--- src/common/chc_pkg.sv ---
// Shared constants for the cache hierarchy control block.
// Assumes one clock; used by every design file here.
package chc_pkg;
   // Line geometry.
   localparam int L1_LINE_BYTES   = 64;
   localparam int L2_LINE_BYTES   = 256;
   localparam int L2_SUBLINES     = L2_LINE_BYTES / L1_LINE_BYTES;
   localparam int L1_KBYTES       = 128;
   localparam int L1_WAYS         = 2;
   localparam int L2_MAX_KBYTES   = 6144;
   localparam int L2_MAX_WAYS     = 12;
   // Alternate space identifiers.
   localparam logic [7:0] SPACE_BYPASS    = 8'h15;
   localparam logic [7:0] SPACE_BYPASS_LE = 8'h1D;
   localparam logic [7:0] SPACE_IFLUSH    = 8'h67;
   localparam logic [7:0] SPACE_L2CTRL    = 8'h6A;
   localparam logic [7:0] SPACE_TAGPROBE  = 8'h6B;
   localparam logic [7:0] SPACE_TAGRES    = 8'h6C;
   localparam logic [7:0] SPACE_LINEINV   = 8'h74;
   // Control register fields.
   localparam int BIT_ERR_STICKY  = 24;
   localparam int BIT_L2_FLUSH    = 0;
   localparam logic [63:0] L2CTRL_RESET = 64'h0;
   // Fault codes.
   localparam logic [7:0] FT_INVALID_SPACE = 8'h08;
   // Three bit line state: valid, exclusive, modified.
   localparam int ST_VALID = 2;
   localparam int ST_EXCL  = 1;
   localparam int ST_MOD   = 0;
   localparam logic [2:0] ST_S = 3'h4;
   localparam logic [2:0] ST_E = 3'h6;
   localparam logic [2:0] ST_O = 3'h5;
   localparam logic [2:0] ST_M = 3'h7;
   // Tag result bank.
   localparam int TAG_REGS = 7;
   localparam int TAG_W    = 64;
   // Opcode classes of an alternate access.
   typedef enum logic [2:0] {
      OP_LDDA, OP_LDXA, OP_LDDFA, OP_STDA, OP_STXA, OP_STDFA, OP_OTHER
   } chc_op_t;
endpackage

--- src/hdl/chc_bypass.sv ---
`timescale 1ns/1ps
// Cacheability decisions for fetches and data.
// Assumes same-clock inputs; purely combinational.
module chc_bypass
   import chc_pkg::*;
(
   // Fetch side
   input  wire logic       red_state_flag,
   input  wire logic       icache_enable_bit,
   input  wire logic       force_instr_cacheable,
   input  wire logic       fetch_page_cacheable,
   output logic            fetch_l1_cacheable,
   output logic            fetch_l2_cacheable,
   // Data side
   input  wire logic [7:0] data_space,
   input  wire logic       dcache_enable_bit,
   input  wire logic       data_page_cacheable,
   output logic            data_l1_cacheable,
   output logic            data_l2_cacheable
);
   logic fetch_nc;

   // The force bit overrides the first level only.
   always_comb begin
      fetch_nc           = red_state_flag | ~icache_enable_bit | ~fetch_page_cacheable;
      fetch_l1_cacheable = ~fetch_nc | force_instr_cacheable;
      fetch_l2_cacheable = ~fetch_nc;
   end

   // Data ignores the force bit entirely.
   always_comb begin
      data_l1_cacheable = !(data_space == SPACE_BYPASS || data_space == SPACE_BYPASS_LE)
                          && dcache_enable_bit && data_page_cacheable;
      data_l2_cacheable = data_l1_cacheable;
   end
endmodule

--- src/hdl/chc_coherency.sv ---
`timescale 1ns/1ps
// Coherency between level-two line state and level-one copies.
// Assumes the arrays report evictions and stores; one clock.
module chc_coherency
   import chc_pkg::*;
#(
   parameter int PA_W = 43
)
(
   // Clock and reset
   input  wire logic            clock,
   input  wire logic            rstn,
   // Events from the arrays
   input  wire logic            l2_evict,
   input  wire logic [PA_W-1:0] l2_evict_pa,
   input  wire logic            istore,
   input  wire logic [PA_W-1:0] istore_pa,
   input  wire logic            l2_fill,
   input  wire logic [2:0]      l2_fill_state,
   input  wire logic [PA_W-1:0] l2_fill_pa,
   // Commands to the first-level caches
   output logic                 l1i_inv,
   output logic                 l1d_flush_inv,
   output logic [PA_W-1:0]      l1_inv_pa,
   output logic                 l1d_excl_mod,
   output logic                 l1d_sat_valid,
   output logic                 l1i_allow
);
   typedef struct packed {
      logic            iinv;
      logic            dinv;
      logic [PA_W-1:0] pa;
      logic            dm;
      logic            store_ownership_tag;
      logic            iok;
   } chc_coh_t;

   chc_coh_t s_reg;
   chc_coh_t s_next;

   function automatic logic is_mod_excl(input logic [2:0] st);
      return st == ST_M;
   endfunction

   // Eviction beats the store-invalidate since it covers both caches.
   always_comb begin
      s_next      = s_reg;
      s_next.iinv = 1'b0;
      s_next.dinv = 1'b0;
      if (l2_evict) begin
         s_next.iinv = 1'b1;
         s_next.dinv = 1'b1;
         s_next.pa   = l2_evict_pa;
      end else if (istore) begin
         s_next.iinv = 1'b1;
         s_next.pa   = istore_pa;
      end else if (l2_fill) begin
         s_next.pa   = l2_fill_pa;
         s_next.dm   = is_mod_excl(l2_fill_state);
         s_next.store_ownership_tag  = is_mod_excl(l2_fill_state);
         s_next.iok  = l2_fill_state[ST_VALID] & ~is_mod_excl(l2_fill_state);
      end
   end

   always_ff @(posedge clock or negedge rstn) begin
      if (!rstn) begin
         s_reg <= '0;
      end else begin
         s_reg <= s_next;
      end
   end

   assign l1i_inv       = s_reg.iinv;
   assign l1d_flush_inv = s_reg.dinv;
   assign l1_inv_pa     = s_reg.pa;
   assign l1d_excl_mod  = s_reg.dm;
   assign l1d_sat_valid = s_reg.store_ownership_tag;
   assign l1i_allow     = s_reg.iok;
endmodule

--- src/hdl/chc_top.sv ---
`timescale 1ns/1ps
// Cache hierarchy control: cache commands, control register, tag capture,
// cacheability and coherency between the levels.
// Assumes one committed, non-speculative access at a time.
//
// How it works
// - Lines: 64 bytes, level two 256.
// - Level two includes level one.
// - Level-two eviction drops level-one copies.
// - Code stores invalidate the code line, except in a cycle with an eviction.
// - Code cache: 128 KB, two-way, VIPT.
// - Fetch bypass: red, cache off, page uncached.
// - Force bit makes fetches level-one cacheable only.
// - Data cache: writeback, 128 KB, two-way.
// - Data bypass: bypass space, cache off, page uncached.
// - Level two: writeback, 6 MB, 12 ways max.
// - Noncacheable skips level two; no force bit.
// - State bits: valid, exclusive, modified.
// - Modified exclusive lines: data modified, no code copy.
// - Other opcodes fault, type 08.
// - Address bits 2:0 nonzero: misaligned.
// - Don't-care bits read zero.
// - Ordered, non-speculative, big-endian.
// - Space 67 write flushes code cache.
// - Bit 24 sticky on errors; privileged write of one clears.
// - Bit 0 write flushes level two, stalls.
// - Space 6B read returns zero, captures tags.
// - Space 74 write invalidates; read faults.
module chc_top
   import chc_pkg::*;
#(
   parameter int PA_W  = 43,
   parameter int IDX_W = 13
)
(
   // Clock and reset
   input  wire logic             clock,
   input  wire logic             rstn,
   // Alternate-space access from the pipeline
   input  wire logic             acc_valid,
   input  wire logic             acc_write,
   input  wire logic             acc_priv,
   input  wire chc_op_t          acc_op,
   input  wire logic [7:0]       acc_space,
   input  wire logic [63:0]      acc_va,
   input  wire logic [63:0]      acc_wdata,
   input  wire logic             little_endian_default,
   output logic                  acc_done,
   output logic [63:0]           acc_rdata,
   output logic                  fault_data_access,
   output logic                  fault_misaligned,
   output logic [7:0]            data_fault_type,
   output logic                  exec_stall,
   // Error exception events
   input  wire logic             err_instr_access,
   input  wire logic             err_data_access,
   input  wire logic             err_async_data,
   // Cache array control
   output logic                  icache_flush_all,
   output logic                  l2_flush_req,
   input  wire logic             l2_flush_done,
   output logic                  tag_probe_req,
   output logic [IDX_W-1:0]      tag_probe_index,
   input  wire logic             tag_probe_valid,
   input  wire logic [TAG_W-1:0] tag_probe_data [TAG_REGS],
   output logic                  line_inv_req,
   output logic [PA_W-1:0]       line_inv_pa,
   // Cacheability
   input  wire logic             red_state_flag,
   input  wire logic             icache_enable_bit,
   input  wire logic             dcache_enable_bit,
   input  wire logic             force_instr_cacheable,
   input  wire logic             fetch_page_cacheable,
   input  wire logic [7:0]       data_space,
   input  wire logic             data_page_cacheable,
   output logic                  fetch_l1_cacheable,
   output logic                  fetch_l2_cacheable,
   output logic                  data_l1_cacheable,
   output logic                  data_l2_cacheable,
   // Coherency events
   input  wire logic             l2_evict,
   input  wire logic [PA_W-1:0]  l2_evict_pa,
   input  wire logic             istore,
   input  wire logic [PA_W-1:0]  istore_pa,
   input  wire logic             l2_fill,
   input  wire logic [2:0]       l2_fill_state,
   input  wire logic [PA_W-1:0]  l2_fill_pa,
   output logic                  l1i_inv,
   output logic                  l1d_flush_inv,
   output logic [PA_W-1:0]       l1_inv_pa,
   output logic                  l1d_excl_mod,
   output logic                  l1d_sat_valid,
   output logic                  l1i_allow
);
   typedef enum logic [1:0] {S_IDLE, S_FLUSH, S_PROBE} chc_state_t;

   typedef struct packed {
      chc_state_t              st;
      logic                    sticky;
      logic                    done;
      logic [63:0]             rdata;
      logic                    fda;
      logic                    fma;
      logic [7:0]              ft;
      logic                    iflush;
      logic                    l2f;
      logic                    probe;
      logic [IDX_W-1:0]        pidx;
      logic                    linv;
      logic [PA_W-1:0]         lpa;
      logic [TAG_REGS*TAG_W-1:0] tags;
   } chc_top_t;

   chc_top_t r_reg;
   chc_top_t r_next;
   logic     legal_op;
   logic     aligned;
   logic     sel_tag_ok;
   logic [3:0] tag_sel;

   // Six doubleword opcodes are legal.
   function automatic logic op_ok(input chc_op_t op);
      return op != OP_OTHER;
   endfunction

   // Results stay big-endian, so no swap.
   function automatic logic [63:0] be_data(input logic [63:0] d);
      return d;
   endfunction

   always_comb begin
      legal_op   = op_ok(acc_op);
      aligned    = acc_va[2:0] == 3'h0;
      tag_sel    = acc_va[6:3];
      sel_tag_ok = tag_sel < 4'(TAG_REGS);
   end

   // Flush and probe states hold off the next access, keeping order.
   always_comb begin
      r_next        = r_reg;
      r_next.done   = 1'b0;
      r_next.fda    = 1'b0;
      r_next.fma    = 1'b0;
      r_next.iflush = 1'b0;
      r_next.linv   = 1'b0;
      r_next.probe  = 1'b0;
      // A new error wins over a same-cycle clear.
      if (acc_valid && r_reg.st == S_IDLE && acc_write && acc_space == SPACE_L2CTRL
          && legal_op && aligned && acc_priv && acc_wdata[BIT_ERR_STICKY]) begin
         r_next.sticky = 1'b0;
      end
      if (err_instr_access || err_data_access || err_async_data) begin
         r_next.sticky = 1'b1;
      end
      case (r_reg.st)
         S_IDLE: begin
            if (acc_valid) begin
               r_next.done  = 1'b1;
               r_next.rdata = 64'h0;
               if (!legal_op) begin
                  r_next.fda = 1'b1;
                  r_next.ft  = FT_INVALID_SPACE;
               end else if (!aligned) begin
                  r_next.fma = 1'b1;
               end else begin
                  case (acc_space)
                     SPACE_IFLUSH: begin
                        if (acc_write) begin
                           r_next.iflush = 1'b1;
                        end else begin
                           r_next.fda = 1'b1;
                           r_next.ft  = FT_INVALID_SPACE;
                        end
                     end
                     SPACE_L2CTRL: begin
                        if (acc_write) begin
                           // Bits other than 0 and 24 are discarded; a zero in bit 0 is ignored.
                           if (acc_wdata[BIT_L2_FLUSH]) begin
                              r_next.l2f  = 1'b1;
                              r_next.done = 1'b0;
                              r_next.st   = S_FLUSH;
                           end
                        end else begin
                           r_next.rdata[BIT_ERR_STICKY] = r_reg.sticky;
                        end
                     end
                     SPACE_TAGPROBE: begin
                        if (!acc_write) begin
                           r_next.probe = 1'b1;
                           r_next.pidx  = acc_va[18:6];
                           r_next.done  = 1'b0;
                           r_next.st    = S_PROBE;
                        end else begin
                           r_next.fda = 1'b1;
                           r_next.ft  = FT_INVALID_SPACE;
                        end
                     end
                     SPACE_TAGRES: begin
                        if (!acc_write && sel_tag_ok) begin
                           r_next.rdata = be_data(r_reg.tags[tag_sel*TAG_W +: TAG_W]);
                        end else if (acc_write) begin
                           r_next.fda = 1'b1;
                           r_next.ft  = FT_INVALID_SPACE;
                        end
                     end
                     SPACE_LINEINV: begin
                        if (acc_write) begin
                           r_next.linv = 1'b1;
                           r_next.lpa  = acc_va[PA_W-1:0];
                        end else begin
                           r_next.fda = 1'b1;
                           r_next.ft  = FT_INVALID_SPACE;
                        end
                     end
                     default: begin
                        r_next.fda = 1'b1;
                        r_next.ft  = FT_INVALID_SPACE;
                     end
                  endcase
               end
            end
         end
         S_FLUSH: begin
            if (l2_flush_done) begin
               r_next.l2f  = 1'b0;
               r_next.done = 1'b1;
               r_next.st   = S_IDLE;
            end
         end
         S_PROBE: begin
            if (tag_probe_valid) begin
               for (int i = 0; i < TAG_REGS; i++) begin
                  r_next.tags[i*TAG_W +: TAG_W] = tag_probe_data[i];
               end
               r_next.rdata = 64'h0;
               r_next.done  = 1'b1;
               r_next.st    = S_IDLE;
            end
         end
         default: begin
            r_next.st = S_IDLE;
         end
      endcase
   end

   always_ff @(posedge clock or negedge rstn) begin
      if (!rstn) begin
         r_reg        <= '0;
         r_reg.sticky <= L2CTRL_RESET[BIT_ERR_STICKY];
      end else begin
         r_reg <= r_next;
      end
   end

   // Endian default ignored: always big-endian.
   assign acc_done          = r_reg.done;
   assign acc_rdata         = r_reg.rdata;
   assign fault_data_access = r_reg.fda;
   assign fault_misaligned  = r_reg.fma;
   assign data_fault_type   = r_reg.ft;
   assign exec_stall        = r_reg.st == S_FLUSH;
   assign icache_flush_all  = r_reg.iflush;
   assign l2_flush_req      = r_reg.l2f;
   assign tag_probe_req     = r_reg.probe;
   assign tag_probe_index   = r_reg.pidx;
   assign line_inv_req      = r_reg.linv;
   assign line_inv_pa       = r_reg.lpa;

   chc_bypass u_bypass (
      .red_state_flag        (red_state_flag),
      .icache_enable_bit     (icache_enable_bit),
      .force_instr_cacheable (force_instr_cacheable),
      .fetch_page_cacheable  (fetch_page_cacheable),
      .fetch_l1_cacheable    (fetch_l1_cacheable),
      .fetch_l2_cacheable    (fetch_l2_cacheable),
      .data_space            (data_space),
      .dcache_enable_bit     (dcache_enable_bit),
      .data_page_cacheable   (data_page_cacheable),
      .data_l1_cacheable     (data_l1_cacheable),
      .data_l2_cacheable     (data_l2_cacheable)
   );

   chc_coherency #(.PA_W(PA_W)) u_coh (
      .clock         (clock),
      .rstn          (rstn),
      .l2_evict      (l2_evict),
      .l2_evict_pa   (l2_evict_pa),
      .istore        (istore),
      .istore_pa     (istore_pa),
      .l2_fill       (l2_fill),
      .l2_fill_state (l2_fill_state),
      .l2_fill_pa    (l2_fill_pa),
      .l1i_inv       (l1i_inv),
      .l1d_flush_inv (l1d_flush_inv),
      .l1_inv_pa     (l1_inv_pa),
      .l1d_excl_mod  (l1d_excl_mod),
      .l1d_sat_valid (l1d_sat_valid),
      .l1i_allow     (l1i_allow)
   );
endmodule

--- config.mk ---
export PLATFORM = sky130hd
export DESIGN_NAME = chc_top
export DESIGN_NICKNAME = d
export VERILOG_FILES = /design/src/common/chc_pkg.sv /design/src/hdl/chc_bypass.sv /design/src/hdl/chc_coherency.sv /design/src/hdl/chc_top.sv
export SDC_FILE = /design/constraint.sdc
export NUM_CORES = 1
export LEC_CHECK = 0
export ABC_CLOCK_PERIOD_IN_PS = 2400
export BUFFER_PORTS_ARGS = -buffer_cell sky130_fd_sc_hd__buf_2
export CAP_MARGIN = 20
export CORE_AREA = 2 2 360 362
export DETAILED_ROUTE_END_ITERATION = 10
export DIE_AREA = 0 0 362 364
export GPL_ROUTABILITY_DRIVEN = 0
export PLACE_DENSITY = 0.41
export SLEW_MARGIN = 20
export SYNTH_ARGS = -nofsm -noshare
export SYNTH_HDL_FRONTEND = slang
export SYNTH_HIERARCHICAL = 1
export SYNTH_SLANG_ARGS = --single-unit
--- constraint.sdc ---
create_clock -name clock -period 2.4 [get_ports clock]
set_input_delay 0.12 -clock clock [delete_from_list [all_inputs] [get_ports clock]]
set_output_delay 0.12 -clock clock [all_outputs]
set_load 0.01 [all_outputs]
==> results.md <==
- Port bufs: 849
- # rows: 132
- Critical Path Most Common Cell: dlygate4sd3_1
- WP data required: 2950 ps
- Type of the worst setup path: in -> reg
- Part of the power in registers: 42.1%
- H-tree depth: 3
- CP Capture Type: register
- Mapped Area: 28,400 um^2
- Drt initial violations: 929
- Top FF cell, synth: dfrtp_1
- Combinational power share: 10.4%
- Sinks on Clock Net: 633
- Crit path DAT: 2840 ps
- Total die area: 132,000 um^2
- Dpl hpwl: 73,700 um
- Synth-to-layout area growth: 51.0%
- Vias/cell: 4.23
- Sw Ratio: 24.3%
- Fin. Hold Viols: 0
- CTS clk-pin slew, worst paths: 60 ps
- Initial core utilization: 22.2%
- Synth cell types: 48
- Maximum clock rate: 437 MHz
- Syn_area_per_cell: 13.6 um^2
- Clock power share: 47.5%
- Fin nets: 4,185
- Leakage Power: 0.0213 uW
- Routed WL per cell: 20.1 um
- Crit-path max FO: 43
- Minimum clock period: 2290 ps
- Pre-antenna DRT Iters: 5
- Crit path cell chain: dlygate4sd3_1 -> buf_2 -> nor3_2 -> dlygate4sd3_1 -> buf_4 -> nand3_4 -> nor4_4 -> buf_12 -> mux2_2
- Number of synthesized flops with an enable pin: 0
- Post-DRT Antenna Nets: 0
- Global-route wire length before repair: 154,000 um
- CP max stage cell: dlygate4sd3_1
- Grt ovf: 0
- Number of flip-flops in the largest register: 451
- Hold WS: 93.2 ps
- Sw power: 6250 uW
- DRC viols: 0
- Worst-margin pin slew: 758 ps
- Worst-skew pair later-pin latency: 680 ps
- Pin count of the biggest net entering global routing: 78
- Syn Nets: 2,832
- CP delay by family, top: buffers and inverters
- Die span in y: 364 um
- Int Pwr: 19,500 uW
- Slew Viols, Final: 0
- Worst hold path class: in -> reg
- Clock Path Buffers: 3
- Part of the cycle the worst path needs: 95.4%
- Area of the core: 128,000 um^2
- Critical path launch point type: input port
- CP max stage delay: 580 ps
- Die X: 362 um
- Layout fillers: 12,900
- Sequential-to-total area share from yosys stat: 55.7%
- Antenna violations before repair: 23
- I/O Pins: 935
- TritonCTS Buffers: 81
- YS warnings: 6
- Root Buffer: clkbuf_16
- Final setup TNS: 0 ps
- Peak VDD IR: 0.558 mV
- RSZ-0062 raised after global routing: false
- Vias: 22,000
- Clock Skew: 20.2 ps
- Layout cells sized above 1: 46.5%
- Final WL: 104,000 um
- Vias in the first global route: 24,000
- # setup viols final: 0
- Outcome: finished, final reports clean
- CTS tree: yes
- Asr flop ratio synth: 100%
- GRT Util Overall: 15.5%
- Cell Pwr Density: 600 nW/um^2
- Yosys reg bits: 633
- Bufs and invs on worst path: 5
- Worst relative slew slack: 49.3%
- Max Cap Viol: 0
- Post-synthesis cell count: 2,085
## synth_stat cells (2+ instances only)
cell type,count,area [um^2]
dfrtp_1,633,15800
mux2_2,493,5550
nand2_1,139,522
o21ai_0,134,671
buf_4,133,998
buf_2,69,345
mux2i_1,67,671
a22oi_1,64,480
mux4_2,64,1440
o211ai_1,63,473
clkbuf_1,57,214
o21ai_1,31,155
a21oi_1,14,70.1
nor2b_1,14,87.6
mux2_1,11,124
o22ai_1,11,68.8
buf_6,10,113
o22ai_2,10,125
nor3_1,8,40.0
nand3b_1,7,52.6
nor2_1,6,22.5
nand2b_1,4,25.0
a31oi_1,3,18.8
inv_1,3,11.3
nand3_1,3,15.0
o41ai_1,3,26.3
and2_1,2,12.5
and3_1,2,12.5
buf_1,2,7.51
nor3_2,2,20.0
nor3b_1,2,15.0
o21a_1,2,15.0
or2_2,2,12.5
or3_1,2,12.5
or4b_1,2,20.0
## power by group through the flow
stage | combinational [uW] | sequential [uW] | clock (uW)
global route | 2910 | 10900 | 13200
CTS | 2730 | 10900 | 12800
floorplan | 538 | 11100 | 0
finish | 2670 | 10900 | 12200
global placement | 1810 | 11000 | 0
detailed placement | 1810 | 11000 | 0
## stage by stage
step / util [%] / worst slack, ps / total power (uW) / instances / cell area, um^2
floorplan: - / 347 / 11600 / 2085 / 28400
global placement: 26.5 / 256 / 12900 / 4413 / 34100
detailed placement: 26.5 / 226 / 12900 / 4413 / 34100
CTS: 33.4 / 103 / 26400 / 5175 / 42900
global route: 33.5 / 48.7 / 27000 / 5189 / 43000
finish: 33.5 / 110 / 25800 / 5191 / 43000
## final timing paths
path                                from               to  slack, ps  cells past startpoint
hold / removal              acc_space[5]    tag_probe_req         90                      5
max in group asynchronous           rstn       r_reg[374]       1530                      3
min in group asynchronous           rstn  line_inv_pa[10]        170                      3
hold reg to reg            acc_rdata[53]    acc_rdata[53]        470                      2
setup reg to reg              r_reg[585]   line_inv_pa[3]        240                      5
setup / recovery               acc_va[2]   line_inv_pa[3]        110                      9
## placed cells by master, fill, tap and decap left out, types with 4 or more instances in the layout
cell type      count
a21oi_1           14
a22oi_1           64
buf_12            27
buf_2            845
buf_4             48
bufinv_16          4
clkbuf_1          21
clkbuf_16         82
clkbuf_8          18
clkinv_2           8
clkinvlp_4         4
dfrtp_1          633
diode_2           16
dlygate4sd3_1    616
inv_6              7
mux2_1            11
mux2_2           493
mux2i_1           67
mux4_2            64
nand2_1          138
nand2b_1           4
nand3b_1           7
nor2_1             6
nor2b_1           13
nor3_1             8
o211ai_1          63
o21ai_0          134
o21ai_1           31
o22ai_1           11
o22ai_2           10
## cell families after synthesis
group	Yosys count	share of synthesized area (%)
compound gates	339	7.51
flops	633	55.7
buf+inv	275	5.95
simple gates	203	3.46
mux	635	27.4
## final cells by class
type	count	area (um^2)	share of cell area (%)
diodes	16	40.0	0.0932
clock buffers	119	2350	5.47
clock inverters	26	299	0.696
inverters	4	15.0	0.0350
multi-input cells	1177	10900	25.5
flip-flops and latches	633	15800	36.9
well taps	1675	2100	4.88
repair buffers	1541	11400	26.5
## per-layer routing
layer	global-route usage (%)	part of all wire, %
met1	18.2	41
met2	27.3	51
met3	3.97	5.8
met4	5.29	2.9
met5	0	0.061
## worst register-to-register path, stage by stage, from the launching register on
cell and delay, ps:
dfrtp_1 460, nor3b_4 350, nand3_4 180, nor4_4 350, buf_12 290, mux2_2 420
## what timing repair did
action                                  in CTS  in global routing
resized for setup                            0                  1
endpoints found under the hold margin      991                  0
endpoints found under the setup margin       0                  2
hold buffers                               617                  0
buffers inserted                             0                  0
Power figures use the tool's default switching activity.
